$ cat src/rtl/irq_mask_defs.vh
// Register map and field constants for the interrupt mask bank
// Functional notes
// Mask bit 4 gates external clock event
// Mask bit 2 gates thermal warning event
// Mask bit 0 gates current result event
// Second mask bit 0 gates register reset
// Register reset gate reloads from OTP
// Converter mask bit 7 gates falling PG
// Mask bit 7 gates power good pin
// Interrupt asserted while unmasked flag set
`ifndef IRQ_MASK_DEFS_VH
`define IRQ_MASK_DEFS_VH

// ****************************************
// Register addresses
// ****************************************
`define ADDR_MASK_FIRST   8'h20
`define ADDR_MASK_SECOND  8'h21
`define ADDR_MASK_CONV    8'h22

// ****************************************
// Field positions
// ****************************************
`define BIT_CUR_RESULT    0
`define BIT_THERMAL       2
`define BIT_EXT_CLOCK     4
`define BIT_PG_PIN        7
`define BIT_REG_RESET     0
`define BIT_CONV_B_PGF    7

// ****************************************
// Writable bits and reset values
// ****************************************
`define WMASK_FIRST       8'hff
`define WMASK_SECOND      8'hff
`define WMASK_CONV        8'hdd
`define RST_FIRST         8'h00
`define RST_SECOND        8'h00
`define RST_CONV          8'h00

`endif

$ cat src/rtl/pmic_interrupt_mask_bank.v
// Interrupt mask registers and masked interrupt output
`timescale 1ns/1ns
`include "irq_mask_defs.vh"

module pmic_interrupt_mask_bank
#(
   // Register and address widths of the serial register map
   parameter REG_W  = 8,
   parameter ADDR_W = 8,
   // Number of event sources combined into the interrupt
   parameter N_SRC  = 6
)
(
   // Clock and reset
   input  wire              mclk_i,
   input  wire              resetn_i,
   input  wire              clk_en_i,
   // Register access
   input  wire [ADDR_W-1:0] reg_addr_i,
   input  wire [REG_W-1:0]  reg_wdata_i,
   input  wire              reg_wr_i,
   output reg  [REG_W-1:0]  reg_rdata_o,
   // Reset-time OTP value for register reset gate
   input  wire              otp_reg_reset_gate_i,
   // Interrupt flags from event logic
   input  wire              ext_clock_flag_i,
   input  wire              thermal_warning_flag_i,
   input  wire              current_result_ready_flag_i,
   input  wire              power_good_pin_flag_i,
   input  wire              reg_reset_flag_i,
   input  wire              conv_b_pg_fall_flag_i,
   // Interrupt request, active low
   output reg               irq_n_o
);

   // ****************************************
   // Event source slots
   // ****************************************
   localparam SRC_EXT_CLOCK = 0;
   localparam SRC_THERMAL   = 1;
   localparam SRC_CUR       = 2;
   localparam SRC_PG_PIN    = 3;
   localparam SRC_REG_RESET = 4;
   localparam SRC_CONV_B    = 5;

   // ****************************************
   // Register select slots
   // ****************************************
   localparam SEL_FIRST     = 0;
   localparam SEL_SECOND    = 1;
   localparam SEL_CONV      = 2;

   // ****************************************
   // Address decode
   // ****************************************
   // Shared by the write and read paths so both see one map
   function [2:0] reg_select;
      input [ADDR_W-1:0] addr;
      begin
         case (addr)
            `ADDR_MASK_FIRST:
               reg_select = 3'b001;
            `ADDR_MASK_SECOND:
               reg_select = 3'b010;
            `ADDR_MASK_CONV:
               reg_select = 3'b100;
            default:
               reg_select = 3'b000;
         endcase
      end
   endfunction

   // ****************************************
   // Declarations
   // ****************************************
   reg  [REG_W-1:0] mask_first_r;
   reg  [REG_W-1:0] mask_first_nxt;
   reg  [REG_W-1:0] mask_second_r;
   reg  [REG_W-1:0] mask_second_nxt;
   reg  [REG_W-1:0] mask_conv_r;
   reg  [REG_W-1:0] mask_conv_nxt;
   reg              otp_load_r;
   reg  [REG_W-1:0] rdata_nxt;
   wire [2:0]       wr_sel;
   wire [2:0]       rd_sel;
   wire [N_SRC-1:0] flag_vec;
   wire [N_SRC-1:0] gate_vec;
   wire [N_SRC-1:0] unmasked_vec;
   wire             irq_nxt;

   // ****************************************
   // Access strobes
   // ****************************************
   assign wr_sel = reg_wr_i ? reg_select(reg_addr_i) : 3'b000;
   assign rd_sel = reg_select(reg_addr_i);

   // ****************************************
   // Mask next values
   // ****************************************
   always @*
   begin
      mask_first_nxt = mask_first_r;
      if (wr_sel[SEL_FIRST])
         mask_first_nxt = reg_wdata_i & `WMASK_FIRST;
   end

   always @*
   begin
      mask_second_nxt = mask_second_r;
      // Gate bit follows OTP only; a bus write there would be lost at reset
      if (otp_load_r)
         mask_second_nxt[`BIT_REG_RESET] = otp_reg_reset_gate_i;
      else if (wr_sel[SEL_SECOND])
         mask_second_nxt[REG_W-1:1] = reg_wdata_i[REG_W-1:1];
   end

   always @*
   begin
      mask_conv_nxt = mask_conv_r;
      // Reserved bits are not stored and read back as zero
      if (wr_sel[SEL_CONV])
         mask_conv_nxt = reg_wdata_i & `WMASK_CONV;
   end

   // ****************************************
   // Mask registers
   // ****************************************
   always @(posedge mclk_i)
   begin
      if (!resetn_i)
      begin
         mask_first_r  <= `RST_FIRST;
         mask_second_r <= `RST_SECOND;
         mask_conv_r   <= `RST_CONV;
         otp_load_r    <= 1'b1;
      end
      else if (clk_en_i)
      begin
         mask_first_r  <= mask_first_nxt;
         mask_second_r <= mask_second_nxt;
         mask_conv_r   <= mask_conv_nxt;
         // OTP value caught on first enabled edge after release
         otp_load_r    <= 1'b0;
      end
   end

   // ****************************************
   // Read back
   // ****************************************
   always @*
   begin
      rdata_nxt = {REG_W{1'b0}};
      if (rd_sel[SEL_FIRST])
         rdata_nxt = mask_first_r;
      if (rd_sel[SEL_SECOND])
         rdata_nxt = mask_second_r;
      if (rd_sel[SEL_CONV])
         rdata_nxt = mask_conv_r;
   end

   // Registered so the host sees a clean value one edge after the address
   always @(posedge mclk_i)
   begin
      if (!resetn_i)
         reg_rdata_o <= {REG_W{1'b0}};
      else if (clk_en_i)
         reg_rdata_o <= rdata_nxt;
   end

   // ****************************************
   // Event sources
   // ****************************************
   assign flag_vec[SRC_EXT_CLOCK] = ext_clock_flag_i;
   assign flag_vec[SRC_THERMAL]   = thermal_warning_flag_i;
   assign flag_vec[SRC_CUR]       = current_result_ready_flag_i;
   assign flag_vec[SRC_PG_PIN]    = power_good_pin_flag_i;
   assign flag_vec[SRC_REG_RESET] = reg_reset_flag_i;
   assign flag_vec[SRC_CONV_B]    = conv_b_pg_fall_flag_i;

   assign gate_vec[SRC_EXT_CLOCK] = mask_first_r[`BIT_EXT_CLOCK];
   assign gate_vec[SRC_THERMAL]   = mask_first_r[`BIT_THERMAL];
   assign gate_vec[SRC_CUR]       = mask_first_r[`BIT_CUR_RESULT];
   assign gate_vec[SRC_PG_PIN]    = mask_first_r[`BIT_PG_PIN];
   assign gate_vec[SRC_REG_RESET] = mask_second_r[`BIT_REG_RESET];
   assign gate_vec[SRC_CONV_B]    = mask_conv_r[`BIT_CONV_B_PGF];

   // ****************************************
   // Masked interrupt
   // ****************************************
   // Status bits live elsewhere and are never touched by masks
   genvar gi;
   generate
      for (gi = 0; gi < N_SRC; gi = gi + 1)
      begin : g_src
         // A set gate hides the event from the pin only
         assign unmasked_vec[gi] = flag_vec[gi] & ~gate_vec[gi];
      end
   endgenerate

   assign irq_nxt = |unmasked_vec;

   // Registered output; flag clearing is up to the event logic
   always @(posedge mclk_i)
   begin
      if (!resetn_i)
         irq_n_o <= 1'b1;
      else if (clk_en_i)
         irq_n_o <= ~irq_nxt;
   end

   // ****************************************
   // Limitations
   // ****************************************
   // Only the listed gates are kept here; the remaining converter and
   // regulator gates of the same registers are stored but not wired to
   // any event, so writing them changes read data only.

endmodule // pmic_interrupt_mask_bank

$ cat config.mk
export PLATFORM = sky130hd
export DESIGN_NAME = pmic_interrupt_mask_bank
export DESIGN_NICKNAME = d
export VERILOG_FILES = /design/src/rtl/pmic_interrupt_mask_bank.v
export VERILOG_INCLUDE_DIRS = /design/src /design/src/rtl
export SDC_FILE = /design/constraint.sdc
export NUM_CORES = 1
export LEC_CHECK = 0
export ABC_AREA = 1
export CORE_AREA = 2 2 81 83
export CTS_CLUSTER_DIAMETER = 150
export DETAILED_ROUTE_END_ITERATION = 10
export DIE_AREA = 0 0 83 85
export DONT_BUFFER_PORTS = 1
export GPL_ROUTABILITY_DRIVEN = 0
export HOLD_SLACK_MARGIN = 0.12
export MAX_ROUTING_LAYER = met4
export SLEW_MARGIN = 20
export SYNTH_ARGS = -nofsm -noshare
export SYNTH_HDL_FRONTEND = slang
export SYNTH_SLANG_ARGS = --single-unit
$ cat constraint.sdc
create_clock -name mclk_i -period 1.79 [get_ports mclk_i]
set_input_delay 0.179 -clock mclk_i [delete_from_list [all_inputs] [get_ports mclk_i]]
set_output_delay 0.179 -clock mclk_i [all_outputs]
set_load 0.01 [all_outputs]
==> impl_metrics.tcl, run 1 <==
set metrics [dict create \
    overflow 0 \
    end_kind "register" \
    die_area_sq_um 7060 \
    worstHoldEndpoint "reg_rdata_o[3]$_SDFFE_PN0P_" \
    finalMaxSlewViolations 0 \
    fin_crit_sh_pct 74.3 \
    core_sq_um 6200 \
    syn-cell-area_sq_um 1510 \
    cts_setup_buffers 0 \
    hpwl_um 2860 \
    antenna_found_initial 0 \
    remaining_drc_errors 0 \
    skew_ps 1.91 \
    grt_pass1_vias 1350 \
    tns_ps 0 \
    portBuffers 0 \
    yosysTopAreaCell "dfxtp_1" \
    r2r_cells 3 \
    clk_latency_ps 280 \
    syn_avg_cell_area_sq_um 7.13 \
    first_pass_iters 4 \
    diodes 0 \
    cts_tree "yes" \
    grt_max_degree 23 \
    drive_above_1_share_pct 9.65 \
    r2r_setup_slack_ps 530 \
    yosys_register_bits 32 \
    grt_use_total_pct 12.1 \
    ant_nets 0 \
    slew_headroom_pct 59.0 \
    io_pins 36 \
    drtIter0Drc 58 \
    worst_pin_slew_ps 615 \
    areaGrowthSynthToFinish_pct 21.4 \
    die_h_um 85 \
    vias 1406 \
    cp.required_ps 1960 \
    wl_per_cell_um 12.5 \
    path_class "input port to register" \
    setup_violations 0 \
    reg2reg_to "otp_load_r$_SDFFE_PN1P_" \
    hold_class "input port to register" \
    status "complete, no violations" \
    clock.fmax_ghz 0.752 \
    r2r-start "otp_load_r$_SDFFE_PN1P_" \
    dieWidth_um 83 \
    nNetsFinal 254 \
    p_leak_nw 0.760 \
    finalHoldViolations 0 \
    h-tree-depth 2 \
    clock-sinks 32 \
    cp.arrival_ps 1500 \
    start_util_pct 24.4 \
    cts_buffers 5 \
    ys.warnings.count 0 \
    grt_pass1_wl_um 6490 \
    synth_top_area_share_pct 42.4 \
    finalNonFillerCells 305 \
    cts_max_path_buffers 2 \
    vias_per_cell 4.61 \
    synth.area.top_cells "dfxtp_1 42%, nand3_1 9.6%, nand2_1 7.7%, nor2_1 7.2%, o21ai_0 7.0%" \
    drt_wl_total_um 3820 \
    power_density_nw_per_um2 860 \
    cp-start-kind "input port" \
    synthCells 212 \
    path_max_fanout 22 \
    syn-num-nets 239 \
    post-route-min-period_ps 1330 \
    ys_seq_area_share_pct 42.4 \
    num_rows 29 \
    hold_depth 4 \
    cts.reportedPaths.clkPinSlew_ps 60 \
    min_from "clk_en_i" \
    dp_cells 284 \
    rsz0062_at_grt "false" \
    cap_viol_max_count 0 \
    yosysUniqueCellTypes 21 \
    cts-root-buf "clkbuf_8" \
    ir_worst_vdd_v 0.000489 \
]
[worst max-delay path: stages]
cell	delay, ps
dlymetal6s4s_1	550
o21ai_0	180
dlygate4sd3_1	590
[logic make-up after synthesis]
family | Yosys count | share of synthesized area (%)
and+or+nand+nor | 101 | 32.9
AOI/OAI and AO/OA | 43 | 14.7
buffers and inverters | 36 | 10.0
DFF | 32 | 42.4
[cells in the mapped netlist, drive strengths merged]
master / n
o2111ai: 1
clkinv: 2
buf: 3
nand2: 34
nand4: 1
a21oi: 17
nand3: 32
dfxtp: 32
clkbuf: 3
o22ai: 2
o21ai: 23
nor2: 34
inv: 28
[layer usage]
| metal | vias up | track usage [%] | share of wire [%] |
|---|---|---|---|
| li1 | 715 | - | - |
| met1 | 646 | 14.2 | 45 |
| met2 | 39 | 17.8 | 45 |
| met3 | 6 | 6.13 | 7.1 |
| met4 | 0 | 4.62 | 2.0 |
| met5 | - | - | 0 |
[worst max path at each step]
stage	from	endpoint	slack (ps)	depth (start not counted)
final	resetn_i	otp_load_r$_SDFFE_PN1P_	460	3
after global routing	resetn_i	otp_load_r$_SDFFE_PN1P_	330	3
after CTS	resetn_i	otp_load_r$_SDFFE_PN1P_	110	3
after detailed placement	reg_addr_i[2]	mask_second_r[4]$_SDFFE_PN0P_	520	6
after global placement	reg_addr_i[2]	mask_second_r[1]$_SDFFE_PN0P_	540	6
after floorplan	reg_addr_i[2]	mask_conv_r[4]$_SDFFE_PN0P_	730	7
[layout by cell type, fill, tap and decap left out, drive strengths merged]
cell          Yosys  final
dlygate4sd3       0     12
o21ai            23     23
bufinv            0      1
o2111ai           1      1
clkinv            2      2
dlymetal6s4s      0      1
nand3            32     32
nor2             34     34
a21oi            17     17
dfxtp            32     32
o22ai             2      2
nand2            34     34
nand4             1      1
buf               3      1
clkbuf            3      7
inv              28     28
[through the flow]
step                      util [%]  setup slack (ps)  area [sq um]  power, mW  hold slack [ps]
after floorplan                  -               727          1510      0.801              314
after global placement        25.4               537          1580      0.804              263
after detailed placement      25.4               523          1580      0.805              265
after CTS                     29.5               107          1830       1.59              123
after global routing          29.6               331          1840       1.65              137
final                         29.6               460          1840       1.58              125
[power by group]
| part | total, mW | switching [mW] | internal [mW] |
|---|---|---|---|
| sequential | 0.723 | 0.00562 | 0.717 |
| combinational | 0.102 | 0.0614 | 0.0402 |
| clock | 0.754 | 0.263 | 0.491 |
[state kept, by name (all words and copies together), names as in the netlist]
signal         flops
irq_n_o            1
mask_conv_r        6
mask_first_r       8
mask_second_r      8
otp_load_r         1
reg_rdata_o        8
[cell type report]
cell class	instances	area [sq um]
flip-flops and latches	32	641
inverters	30	113
clock inverters	1	30.0
repair buffers	14	140
multi-input cells	144	719
fillers	691	4370
clock buffers	7	96.3
well taps	77	96.3
[timing repair]
| item | 4_1_cts | 5_1_grt |
|---|---|---|
| gates resized for setup | 0 | 1 |
| setup endpoints to repair | 0 | 1 |
| hold buffers | 13 | 0 |
| endpoints found under the hold margin | 26 | 0 |
No activity file was read; power rests on OpenSTA's default activity.
==> inputs of run 2 (changes only) <==
- clock period: 1.79 -> 1.1 ns (I/O delays scaled with it)
==> impl_metrics.tcl, run 2 (synthesis gave the netlist of run 1 again) <==
set metrics [dict create \
    cp-start-kind "input port" \
    largestRegisters "mask_first_r x8, mask_second_r x8, reg_rdata_o x8" \
    final_area_sq_um 1840 \
    r2r-start "otp_load_r$_SDFFE_PN1P_" \
    areaGrowthSynthToFinish_pct 22.0 \
    path_max_fanout 11 \
    grt_pass1_wl_um 6820 \
    portBuffers 0 \
    drt_wl_total_um 3900 \
    slew_headroom_pct 72.9 \
    cts_tree "yes" \
    r2r_setup_slack_ps 180 \
    rsz0062_at_grt "false" \
    fillers 670 \
    worstHoldEndpoint "otp_load_r$_SDFFE_PN1P_" \
    cts-root-buf "clkbuf_8" \
    io_pins 36 \
    worst_pin_slew_ps 405 \
    finalMaxSlewViolations 0 \
    drtIter0Drc 152 \
    use_met2_pct 19.9 \
    pwr-share-comb_pct 7.4 \
    cp.required_ps 1310 \
    placed_area_sq_um 1630 \
    end_kind "register" \
    dieWidth_um 83 \
    pwr-share-clk_pct 40.8 \
    r2r_cells 5 \
    seqPwrFrac_pct 51.7 \
    reg2reg_to "mask_second_r[6]$_SDFFE_PN0P_" \
    vias 1379 \
    clk_latency_ps 280 \
    skew_ps 4.83 \
    swShare_pct 22.9 \
    p_leak_nw 0.762 \
    start_util_pct 24.4 \
    cp_slowest_cell "dlygate4sd3_1" \
    nNetsFinal 259 \
    path_class "input port to register" \
    crit_family "buffers and inverters" \
    p_sw_uw 520 \
    fin_crit_sh_pct 93.8 \
    core_sq_um 6200 \
    finalHoldViolations 22 \
    grt_max_degree 24 \
    num_rows 29 \
    grt_pass1_vias 1419 \
    diodes 0 \
    p_total_mw 2.27 \
    hold_class "input port to register" \
    hold_depth 1 \
    overflow 0 \
    cap_viol_max_count 0 \
    failed_checks "hold timing" \
    drive_above_1_share_pct 11.2 \
    path_buf_inv 2 \
    ir_worst_vdd_v 0.000607 \
    die_area_sq_um 7060 \
    cts.reportedPaths.clkPinSlew_ps 70 \
    power_density_nw_per_um2 1230 \
    met1_usage_pct 14.4 \
    min_from "resetn_i" \
    startpoint "clk_en_i" \
    busiest_layer "met2" \
    cp.arrival_ps 1240 \
    status "finished, violations left" \
    path_cells "dlygate4sd3_1 -> nand2_1 -> inv_1 -> nand2_1 -> a21oi_1" \
    clock-sinks 32 \
    cellInternalPower_mw 1.75 \
    antenna_found_initial 0 \
    grt_use_met3_pct 5.54 \
    layout_common_cells "32 x dfxtp_1, 31 x nand2_1, 29 x nor2_1, 29 x nand3_1, 26 x inv_1" \
    vias_per_cell 4.45 \
    ant_nets 0 \
    remaining_drc_errors 0 \
    first_pass_iters 4 \
    hold-worst-slack_ps -90.1 \
    hpwl_um 2930 \
    crit_path_frequent_cell "nand2_1" \
    setup_violations 0 \
    fin_util_pct 29.7 \
    clock.fmax_ghz 0.969 \
    cts_max_path_buffers 2 \
    h-tree-depth 2 \
    die_h_um 85 \
    grt_use_total_pct 12.6 \
    post-route-min-period_ps 1030 \
    wl_per_cell_um 12.6 \
    final_common_cell "dfxtp_1" \
    slowest_delay_ps 780 \
    cts_buffers 5 \
]
## run 2: changes by cell type in the layout (fill, tap and decap cells not counted)
cell / change
clkbuf_1: +2
bufinv_16: -1
clkbuf_8: -1
buf_12: +1
dlymetal6s4s_1: -1
buf_4: +5
## run 2: layout make-up
cell class | count | area (sq um) | share of cell area (%)
Timing Repair Buffer | 19 | 185 | 10.0
Tap cell | 77 | 96.3 | 5.22
Clock buffer | 8 | 90.1 | 4.88
Sequential cell | 32 | 641 | 34.7
Inverter | 30 | 113 | 6.11
Multi-Input combinational cell | 144 | 719 | 39.0
## run 2: routing by layer
metal  vias to the layer above  wire length (um)
li1                        728                 -
met1                       618              1800
met2                        31              1880
met3                         2               196
met4                         0                27
met5                         -                 0
## run 2: timing repair
action / CTS / global route
buffers inserted: 0 / 1
hold endpoints to repair: 32 / 22
setup endpoints to repair: 0 / 7
gates resized for setup: 0 / 0
hold buffers: 7 / 5
## run 2: worst max-delay path by stage
stage,depth (start not counted),end
4_1_cts,4,mask_second_r[6]$_SDFFE_PN0P_
3_3_place_gp,6,mask_second_r[6]$_SDFFE_PN0P_
6_report,5,reg_rdata_o[0]$_SDFFE_PN0P_
3_5_place_dp,6,mask_second_r[6]$_SDFFE_PN0P_
5_1_grt,5,reg_rdata_o[0]$_SDFFE_PN0P_
2_1_floorplan,7,mask_conv_r[4]$_SDFFE_PN0P_
## run 2: metrics by stage
| step | setup TNS, ps | setup WS [ps] | std cells |
|---|---|---|---|
| 2_1_floorplan | 0 | 106 | 212 |
| 3_3_place_gp | -208 | -35.5 | 289 |
| 3_5_place_dp | -506 | -80.0 | 289 |
| 4_1_cts | 0 | 56.8 | 304 |
| 5_1_grt | 0 | 14.2 | 310 |
| 6_report | 0 | 67.9 | 310 |
## run 2: power groups by stage
stage | combinational [mW] | clock (mW) | sequential (mW)
2_1_floorplan | 0.103 | 0 | 1.20
3_3_place_gp | 0.121 | 0 | 1.20
3_5_place_dp | 0.122 | 0 | 1.20
4_1_cts | 0.149 | 0.964 | 1.17
5_1_grt | 0.192 | 1.01 | 1.17
6_report | 0.169 | 0.926 | 1.17
==> inputs of run 3 (changes only) <==
--- a/config.mk
+++ b/config.mk
@@ -8,12 +8,13 @@
 export LEC_CHECK = 0
 export ABC_AREA = 1
-export CORE_AREA = 2 2 81 83
+export CORE_AREA = 2 2 56 58
 export CTS_CLUSTER_DIAMETER = 150
 export DETAILED_ROUTE_END_ITERATION = 10
-export DIE_AREA = 0 0 83 85
+export DIE_AREA = 0 0 58 60
 export DONT_BUFFER_PORTS = 1
 export GPL_ROUTABILITY_DRIVEN = 0
 export HOLD_SLACK_MARGIN = 0.12
 export MAX_ROUTING_LAYER = met4
+export PLACE_DENSITY = 0.71
 export SLEW_MARGIN = 20
 export SYNTH_ARGS = -nofsm -noshare
==> constraint.sdc (replaced) <==
create_clock -name mclk_i -period 1.1 [get_ports mclk_i]
set_input_delay 0.11 -clock mclk_i [delete_from_list [all_inputs] [get_ports mclk_i]]
set_output_delay 0.11 -clock mclk_i [all_outputs]
set_load 0.05 [all_outputs]
==> impl_metrics.tcl, run 3 (synthesis gave the netlist of run 1 again) <==
set metrics [dict create \
    cp.required_ps 1360 \
    fillers 282 \
    h-tree-depth 2 \
    crit_path_frequent_cell "nand2_1" \
    slowest_delay_ps 790 \
    cap_viol_max_count 0 \
    path_class "input port to register" \
    worst_pin_slew_ps 415 \
    status "finished, violations left" \
    path_buf_inv 2 \
    cts_setup_buffers 0 \
    seqPwrFrac_pct 58.6 \
    antenna_found_initial 0 \
    p_leak_nw 0.774 \
    cp_slowest_cell "dlygate4sd3_1" \
    nNetsFinal 263 \
    vias_per_cell 5.31 \
    first_pass_iters 4 \
    fin_crit_sh_pct 90.7 \
    num_rows 20 \
    die_h_um 60 \
    placed_area_sq_um 1660 \
    cts-root-buf "clkbuf_4" \
    end_kind "register" \
    hold-worst-slack_ps -136 \
    post-route-min-period_ps 998 \
    remaining_drc_errors 0 \
    p_sw_uw 516 \
    finalNonFillerCells 270 \
    path_cells "dlygate4sd3_1 -> nand2_1 -> inv_1 -> nand2_1 -> a21oi_1" \
    swShare_pct 25.8 \
    slew_headroom_pct 72.2 \
    cts_resized 0 \
    tns_ps 0 \
    pwr-share-comb_pct 8.3 \
    path_max_fanout 11 \
    start_util_pct 52.1 \
    grt_pass1_wl_um 6090 \
    dieWidth_um 58 \
    drive_above_1_share_pct 15.2 \
    drt_wl_total_um 3640 \
    grt_pass1_vias 1325 \
    vias 1435 \
    drtIter0Drc 48 \
    cts.reportedPaths.clkPinSlew_ps 90 \
    io_pins 36 \
    pre_cts_ws_ps 8.71 \
    cts_tree "yes" \
    hold_class "input port to register" \
    cp-start-kind "input port" \
    finalMaxSlewViolations 0 \
    rsz0062_at_grt "false" \
    clock-sinks 32 \
    skew_ps 12.4 \
    crit_family "buffers and inverters" \
    final_common_cell "dfxtp_1" \
    final_area_sq_um 1790 \
    dp_cells 255 \
    layout_common_cells "32 x dfxtp_1, 31 x nand2_1, 29 x nor2_1, 29 x nand3_1, 26 x inv_1" \
    r2r_setup_slack_ps 150 \
    overflow 0 \
    cts_buffers 5 \
    ir_worst_vdd_v 0.000932 \
    postLayoutSetupSlackWorst_ps 102 \
    cts_max_path_buffers 2 \
    failed_checks "hold timing" \
    clk_latency_ps 340 \
    grt_use_total_pct 24.3 \
    die_area_sq_um 3480 \
    diodes 0 \
    clock.fmax_ghz 1.00 \
    grt_max_degree 24 \
    power_density_nw_per_um2 1120 \
    ant_nets 0 \
    setup_violations 0 \
    pwr-share-clk_pct 33.1 \
    cellInternalPower_mw 1.48 \
    portBuffers 0 \
    ctsHoldBuffers 3 \
    finalHoldViolations 22 \
    hpwl_um 2720 \
    wl_per_cell_um 13.5 \
    largestRegisters "mask_first_r x8, mask_second_r x8, reg_rdata_o x8" \
    core_sq_um 2900 \
    cp.arrival_ps 1260 \
    areaGrowthSynthToFinish_pct 18.2 \
]
## run 3: changes by cell type in the layout (fill, tap and decap cells not counted)
cell	before	now
buf_12	1	2
buf_4	6	14
clkinvlp_4	0	1
clkbuf_1	2	1
dlygate4sd3_1	12	7
clkbuf_8	6	0
clkbuf_4	0	5
clkinv_4	0	1
## run 3: worst paths after layout
check	startpoint	cells after the start	endpoint
setup / recovery	clk_en_i	5	reg_rdata_o[2]$_SDFFE_PN0P_
hold / removal	resetn_i	1	otp_load_r$_SDFFE_PN1P_
setup reg to reg	mask_first_r[4]$_SDFFE_PN0P_	4	irq_n_o$_SDFFE_PN1P_
hold reg to reg	mask_conv_r[0]$_SDFFE_PN0P_	2	mask_conv_r[0]$_SDFFE_PN0P_
## run 3: power groups by stage
stage          clock network [mW]  registers [mW]  logic (mW)
6_report                    0.663            1.17       0.166
5_1_grt                     0.731            1.17       0.184
4_1_cts                     0.678            1.17       0.150
3_5_place_dp                    0            1.20       0.140
3_3_place_gp                    0            1.20       0.134
2_1_floorplan                   0            1.21       0.103
## run 3: area by class of cell
class                      instances  area, sq um  area share (%)
inverter                          30          113            6.30
sequential                        32          641            35.9
tap                               33         41.3            2.31
timing repair buffer              23          215            12.0
clock inverter                     2         16.3           0.910
clock buffer                       6         41.3            2.31
multi-input combinational        144          719            40.3
## run 3: metrics by stage
step	power, mW	util [%]
floorplan	1.31	-
global placement	1.33	57.2
detailed placement	1.34	57.2
CTS	2.00	60.2
global route	2.09	61.6
finish	2.00	61.6
## run 3: worst register-to-register path, delay by kind of cell, from the launching register on
kind	cells	cell delay (ps)
AO/OA/AOI/OAI	2	250
flip-flops	1	400
AND/OR/NAND/NOR	2	250
## run 3: routing by layer
layer	up-vias	GRT usage [%]	share of wire, %	routed length, um
met5	-	-	0	0
met4	0	12.3	1.9	70
met3	9	6.06	7.0	255
met2	45	39.1	50	1810
met1	651	28.1	42	1510
li1	730	-	-	-
